[src/core/gbs_pkg.sv]
// shared constants and carrier types for the gpio port with boot strap
// assumes one 25 MHz clock and an active-low asynchronous chip reset
package gbs_pkg;
   localparam int          GBS_NPIN        = 9;  // pins 1,2,4,5,6,7,8,9,10
   localparam int          GBS_STRAP_IDX   = 4;  // boot strap pin position
   localparam int          GBS_PWR0_IDX    = 6;  // shares card power zero
   localparam int          GBS_PWR1_IDX    = 8;  // shares card power one
   localparam int          GBS_CLK_MHZ     = 25;
   localparam int          GBS_PU_HOLD_NS  = 160; // pull-up kept after release
   localparam logic [3:0]  GBS_PU_CYC      = 4'((GBS_PU_HOLD_NS * GBS_CLK_MHZ + 999) / 1000);
   localparam logic [1:0]  GBS_MODE_RST    = 2'h0;
   localparam logic [8:0]  GBS_ZERO9       = 9'h000;

   // per-pin operating mode
   typedef enum logic [1:0] {
      GBS_IN   = 2'b00,
      GBS_IRQ  = 2'b01,
      GBS_OUT  = 2'b10,
      GBS_RSV  = 2'b11
   } gbs_mode_t;

   // per-pin configuration from firmware
   typedef struct packed {
      gbs_mode_t  mode;
      logic       rise;   // 1 = rising edge interrupt, 0 = falling
      logic       dout;
   } gbs_cfg_t;

   // pad drive for one pin
   typedef struct packed {
      logic  o;
      logic  oe;
   } gbs_pad_t;
endpackage

[src/core/gbs_gpio.sv]
// general-purpose pins with a boot strap on one pin and two card power muxes
// assumes pin inputs synchronous to clk; firmware drives cfg and clears events
//
// What this block does
// - each pin is set by firmware as input, edge interrupt input or driven output.
// - while reset is held the weak pull-up on the boot strap pin is on.
// - the boot strap pull-up turns off a few clocks after reset rises.
// - the boot strap level is caught at the first clock after reset release to pick the code memory.
// - the caught strap level is kept in internal_code_select_bit; the input status bits follow the live pins.
// - a high strap level selects internal program memory.
// - once strap_done is set the boot strap pin works as a normal general-purpose pin.
// - two pins can each be switched to drive card power instead.
`timescale 1ns/10ps
module gbs_gpio (
   // clock and reset
   input  wire logic                        clk,
   input  wire logic                        nrst,
   // firmware configuration
   input  wire gbs_pkg::gbs_cfg_t [8:0]     cfg,
   input  wire logic [1:0]                  pwr_sel,
   input  wire logic [1:0]                  pwr_on,
   input  wire logic [8:0]                  evt_clr,
   // pads
   input  wire logic [8:0]                  pin_in,
   output logic [8:0]                       pin_out,
   output logic [8:0]                       pin_oe,
   output logic                             strap_pullup,
   // status to firmware
   output logic [8:0]                       pin_input_status,
   output logic [8:0]                       evt,
   output logic                             irq,
   output logic                             internal_code_select_bit,
   output logic                             strap_done
);
   import gbs_pkg::*;

   ////////////////////////////////////////////////////////////////////////
   // local types and decode helpers
   // the pins share one decode; only the strap pin and the two card power
   // pins differ, and those differences are picked by pin index

   // strap sequence after reset release
   typedef enum logic [1:0] {
      GBS_ST_CATCH = 2'b00,  // first edge after release, pin still pulled up
      GBS_ST_COUNT = 2'b01,  // pull-up kept on while the counter runs
      GBS_ST_DONE  = 2'b10,  // pull-up off, strap pin handed to firmware
      GBS_ST_SPARE = 2'b11   // never entered; falls through to done
   } gbs_strap_st_t;

   // true when pin idx is switched over to card power
   function automatic logic is_pwr(input int idx, input logic [1:0] sel);
      is_pwr = (idx == GBS_PWR0_IDX && sel[0]) || (idx == GBS_PWR1_IDX && sel[1]);
   endfunction

   // card power level for pin idx; only meaningful where is_pwr holds
   function automatic logic pwr_bit(input int idx, input logic [1:0] on);
      pwr_bit = (idx == GBS_PWR0_IDX) ? on[0] : on[1];
   endfunction

   // edge detect on one pin for the selected polarity
   function automatic logic edge_seen(input logic rise, input logic now, input logic was);
      edge_seen = rise ? (now & ~was) : (~now & was);
   endfunction

   ////////////////////////////////////////////////////////////////////////
   // strap sequencing
   // the caught level is loaded by the first clock after release rather
   // than by the reset edge itself: an async reset flop may only load a
   // constant, and the pull-up is still on at that clock, so an open pin
   // reads high there and selects internal memory
   // limitation: a board that needs the pull-up longer than the hold count
   // must strap with its own resistor

   gbs_strap_st_t  strap_state;
   gbs_strap_st_t  next_strap_state;
   logic [3:0]     pu_cnt;
   logic [3:0]     next_pu_cnt;
   logic           pu_full;
   logic           catch_now;
   logic           captured;
   logic           next_code_sel;

   // counter saturates at the hold count, so it never wraps back
   assign pu_full     = (pu_cnt == GBS_PU_CYC);
   assign next_pu_cnt = pu_full ? pu_cnt : pu_cnt + 4'h1;

   // state decode shared by the capture and the pin logic
   assign catch_now = (strap_state == GBS_ST_CATCH);
   assign captured  = !catch_now;

   // strap level loads once; later pin activity leaves it alone
   assign next_code_sel = catch_now ? pin_in[GBS_STRAP_IDX]
                                    : internal_code_select_bit;

   // next state of the strap sequence
   always_comb begin
      case (strap_state)
         GBS_ST_CATCH: begin
            if (next_pu_cnt == GBS_PU_CYC) begin
               next_strap_state = GBS_ST_DONE;
            end else begin
               next_strap_state = GBS_ST_COUNT;
            end
         end
         GBS_ST_COUNT: begin
            if (next_pu_cnt == GBS_PU_CYC) begin
               next_strap_state = GBS_ST_DONE;
            end else begin
               next_strap_state = GBS_ST_COUNT;
            end
         end
         GBS_ST_DONE: begin
            next_strap_state = GBS_ST_DONE;
         end
         default: begin
            next_strap_state = GBS_ST_DONE;
         end
      endcase
   end

   // strap registers; pull-up on in reset, dropped when the count is reached
   always_ff @(posedge clk or negedge nrst) begin
      if (!nrst) begin
         strap_state              <= GBS_ST_CATCH;
         pu_cnt                   <= 4'h0;
         strap_pullup             <= 1'b1;
         strap_done               <= 1'b0;
         internal_code_select_bit <= 1'b1;
      end else begin
         strap_state              <= next_strap_state;
         pu_cnt                   <= next_pu_cnt;
         strap_pullup             <= (next_strap_state != GBS_ST_DONE);
         strap_done               <= (next_strap_state == GBS_ST_DONE);
         internal_code_select_bit <= next_code_sel;
      end
   end

   ////////////////////////////////////////////////////////////////////////
   // per-pin logic
   // outputs are registered, so a mode change shows on the pad one clock
   // later; this costs a cycle but keeps the pads glitch free

   logic [8:0] prev_in;
   logic [8:0] next_out;
   logic [8:0] next_oe;
   logic [8:0] next_evt;
   logic [8:0] pin_is_out;
   logic [8:0] pin_is_irq;
   logic [8:0] pin_is_pwr;
   logic [8:0] pin_hold;
   logic [8:0] edge_hit;

   genvar gi;
   generate
      for (gi = 0; gi < GBS_NPIN; gi++) begin : g_pin
         // mode decode; the spare mode code behaves as a plain input
         assign pin_is_out[gi] = (cfg[gi].mode == GBS_OUT);
         assign pin_is_irq[gi] = (cfg[gi].mode == GBS_IRQ);

         // card power overrides the firmware drive on the two shared pins
         assign pin_is_pwr[gi] = is_pwr(gi, pwr_sel);

         // strap pin stays undriven until the pull-up is let go, so a
         // driven level can not fight the strap resistor
         assign pin_hold[gi]   = (gi == GBS_STRAP_IDX) && !strap_done;

         // no edge on the first clock after reset: prev_in holds no sample
         assign edge_hit[gi]   = pin_is_irq[gi] && captured &&
                                 edge_seen(cfg[gi].rise, pin_in[gi], prev_in[gi]);

         // pad drive selection
         assign next_out[gi]   = pin_is_pwr[gi] ? pwr_bit(gi, pwr_on) : cfg[gi].dout;
         assign next_oe[gi]    = !pin_hold[gi] && (pin_is_pwr[gi] || pin_is_out[gi]);

         // set wins over clear, so an edge in the clearing cycle is kept
         assign next_evt[gi]   = edge_hit[gi] | (evt[gi] & ~evt_clr[gi]);
      end
   endgenerate

   ////////////////////////////////////////////////////////////////////////
   // pad registers and status
   // irq is built from next_evt so that it lines up with evt exactly

   always_ff @(posedge clk or negedge nrst) begin
      if (!nrst) begin
         prev_in          <= GBS_ZERO9;
         pin_out          <= GBS_ZERO9;
         pin_oe           <= GBS_ZERO9;
         pin_input_status <= GBS_ZERO9;
         evt              <= GBS_ZERO9;
         irq              <= 1'b0;
      end else begin
         prev_in          <= pin_in;
         pin_out          <= next_out;
         pin_oe           <= next_oe;
         pin_input_status <= pin_in;
         evt              <= next_evt;
         irq              <= |next_evt;
      end
   end
endmodule // gbs_gpio

[config.mk]
export PLATFORM = sky130hd
export DESIGN_NAME = gbs_gpio
export DESIGN_NICKNAME = d
export VERILOG_FILES = /design/src/core/gbs_pkg.sv /design/src/core/gbs_gpio.sv
export SDC_FILE = /design/constraint.sdc
export NUM_CORES = 1
export LEC_CHECK = 0
export BUFFER_PORTS_ARGS = -buffer_cell sky130_fd_sc_hd__buf_2
export CAP_MARGIN = 10
export CORE_MARGIN = 5
export CORE_UTILIZATION = 35
export DETAILED_ROUTE_END_ITERATION = 12
export PLACE_DENSITY_LB_ADDON = 0.1
export SETUP_SLACK_MARGIN = 0.4
export SLEW_MARGIN = 10
export SYNTH_ARGS = -nofsm -noshare
export SYNTH_HDL_FRONTEND = slang
export SYNTH_SLANG_ARGS = --single-unit
[constraint.sdc]
create_clock -name clk -period 2.57 [get_ports clk]
set_input_delay 0.514 -clock clk [delete_from_list [all_inputs] [get_ports clk]]
set_output_delay 0.514 -clock clk [all_outputs]
set_load 0.1 [all_outputs]
==> run metrics <==
reg2reg setup slack=520 ps; hpwl dp=3.43 mm; final setup TNS=0 ps; Inserted Diodes=0; final hold viol count=0; clk root buf=clkbuf_8; Distinct cells, synth=31; cell mode on critical path=or4_1; DP Worst Slack=311 ps; outcome=completed; CP required=2740 ps; FFs w/ async S/R, synth=1.00; leakage power=1.23 nW; startpoint types=flip-flop; Vias=1365; Slew HR=0.669; Nets=304; max frequency=488 MHz; peak supply drop=298 µV; Synth Register Bits=45; Highest Signal Layer=met4; core area=0.00479 mm²; Die W=80.4 µm; I/O Pins=100; met3 WL post-DR=318 µm; Post-Route WL=4.19 mm; Starting Density=0.363; max-cap check violation count=0; PortBufs=99; wire length per cell=13.5 µm; 1st-iter DRT viols=35; reg2reg start=strap_done$_DFF_PN0_; post-route cell area=0.00242 mm²; CTS tree=yes; critical path cell sequence=or2_4, nand3b_4, o22ai_2, or4_1, or4_1; Final ANT Viol Nets=0; Cells after DPL=302; Fillers=449; vias in the first global route=1417; clk sinks=45; total gr overflow=0; Post-synth top flop=dfrtp_1; die area=0.00647 mm²; Hold WC Path Type=primary input to asynchronous set/reset pin; final worst-path cycle share=0.798; Final Setup Violations=0; final std cells w/o fill=310; FF+latch area=0.00114 mm²; DRT Pass-1 Iters=4; area of the multi-input gates=552 µm²; Hold Buf Count CTS=0; Critical Path Slowest Stage Cell=or4_1; Worst-path clk slew=80 ps; DRC Markers=0; CTS buffer count=5; Syn Nets=197; initial antenna violation count=0; Worst path max stage delay=530 ps; CTS Buffer Depth=2; # rows=25; routed wl met2=2.15 mm; CP Class=flip-flop to flip-flop; synthesized area=0.00174 mm²; global-route wire length before repair=6.69 mm; clock skew=8.94 ps; H-tree depth=2; number of synthesis warnings=0; dpl cell area=0.00234 mm²; Final min period=2050 ps; largest net degree at the start of global routing=19; RePlAce Congestion=0.718; Final Max Tran Viols=0; Synth Instances=135; Setup crit end kind=flip-flop; share of layout cells above drive strength 1=0.506; Worst Max-Slew Pin Slew=500 ps; DRT met1 WL=1.68 mm; final worst slack=520 ps; Skew-Pair Late Insertion Delay=290 ps; r2r endpoint=irq$_DFF_PN0_; area delta synth->final=39.5%; RSZ-0062 raised after global routing=false; syn_area_per_cell=12.9 µm²; EDFF count, synth=0; reg2reg path depth=5; post-CTS setup buffers=0; vias per cell=4.40; power per cell area=666 mW/mm²; post-layout util=0.506; Max FO, Critical Path=10; sequential fraction of the synthesis area=0.650; CP arrival=2210 ps; GRT Resource Usage Total=0.137; Die Ht=80.4 µm
[repair_timing]
item | CTS | global route
setup endpoints to repair | 1 | 0
resized for setup | 2 | 0
hold endpoints to repair | 0 | 0
[per-stage QoR]
| step | hold WS (ps) | power (mW) |
|---|---|---|
| 2_1_floorplan | 218 | 1.09 |
| 3_3_place_gp | 423 | 1.21 |
| 3_5_place_dp | 427 | 1.21 |
| 4_1_cts | 103 | 1.63 |
| 5_1_grt | 112 | 1.69 |
| 6_report | 100 | 1.61 |
[flip-flops by register name, summed over array words and instances (netlist names)]
signal and count:
pin_out 9, strap_pullup 1, pin_input_status 9, strap_state 1, strap_done 1, irq 1
evt 9, internal_code_select_bit 1, pin_oe 9, pu_cnt 4
[cell usage in the layout (no fill, tap or decap), types with 3 or more instances in the layout]
master,n
dfrtp_2,4
nand2b_1,3
nor2b_1,14
nand3b_1,8
buf_2,99
a21oi_1,8
inv_1,13
dfrtp_1,38
nor3b_1,7
o22ai_1,5
clkbuf_8,5
[cell families (layout without fill, tap and decap cells)]
group,Yosys count,count (layout),share of synthesized area
AND/OR/NAND/NOR,44,44,0.184
AO/OA/AOI/OAI,24,24,0.0886
adder cells (fa/ha/maj),2,2,0.0144
flip-flops,45,45,0.650
multiplexers,3,3,0.0195
XOR/XNOR,1,1,0.00504
buffers and inverters,16,124,0.0389
[worst max-delay path by stage]
stage                         start            end  slack [ps]  cells past startpoint
2_1_floorplan  strap_done$_DFF_PN0_  irq$_DFF_PN0_         400                      6
3_3_place_gp   strap_done$_DFF_PN0_  irq$_DFF_PN0_         360                      5
3_5_place_dp   strap_done$_DFF_PN0_  irq$_DFF_PN0_         310                      5
4_1_cts        strap_done$_DFF_PN0_  irq$_DFF_PN0_         500                      5
5_1_grt        strap_done$_DFF_PN0_  irq$_DFF_PN0_         440                      5
6_report       strap_done$_DFF_PN0_  irq$_DFF_PN0_         520                      5
[layout make-up]
type                    count  area share
repair buffers            101       0.211
clock inverters             2     0.00413
multi-input cells          74       0.228
inverters                  15      0.0232
clock buffers               6      0.0300
well taps                  67      0.0346
flip-flops and latches     45       0.470
[where the power goes]
| group | leakage [nW] | switching [mW] | internal [mW] |
|---|---|---|---|
| logic | 0.643 | 0.342 | 0.0904 |
| clock network | 0.0450 | 0.235 | 0.189 |
| registers | 0.544 | 0.0134 | 0.744 |
| total | 1.23 | 0.590 | 1.02 |
[layer usage]
layer / vias to the layer above / track usage
li1: 678 / -
met1: 629 / 0.160
met2: 52 / 0.231
met3: 6 / 0.0527
met4: 0 / 0.0405
met5: - / 0
[cells in the mapped netlist, drive strengths merged, types with 3 or more instances]
cell    number  share of area
dfrtp       43           0.62
nor2b       14          0.050
inv         13          0.028
nand3b      10          0.053
a21oi        8          0.023
nor3b        7          0.030
o22ai        7          0.032
o21ai        4          0.012
mux2         3          0.019
nand2b       3          0.011
[worst max-delay path: cells and delay by family (launching register included)]
kind	cells	cell delay, ps
AND/OR/NAND/NOR	4	1370
flip-flops	1	500
AO/OA/AOI/OAI	1	60
Note: power is estimated with default switching activity, not from simulation.
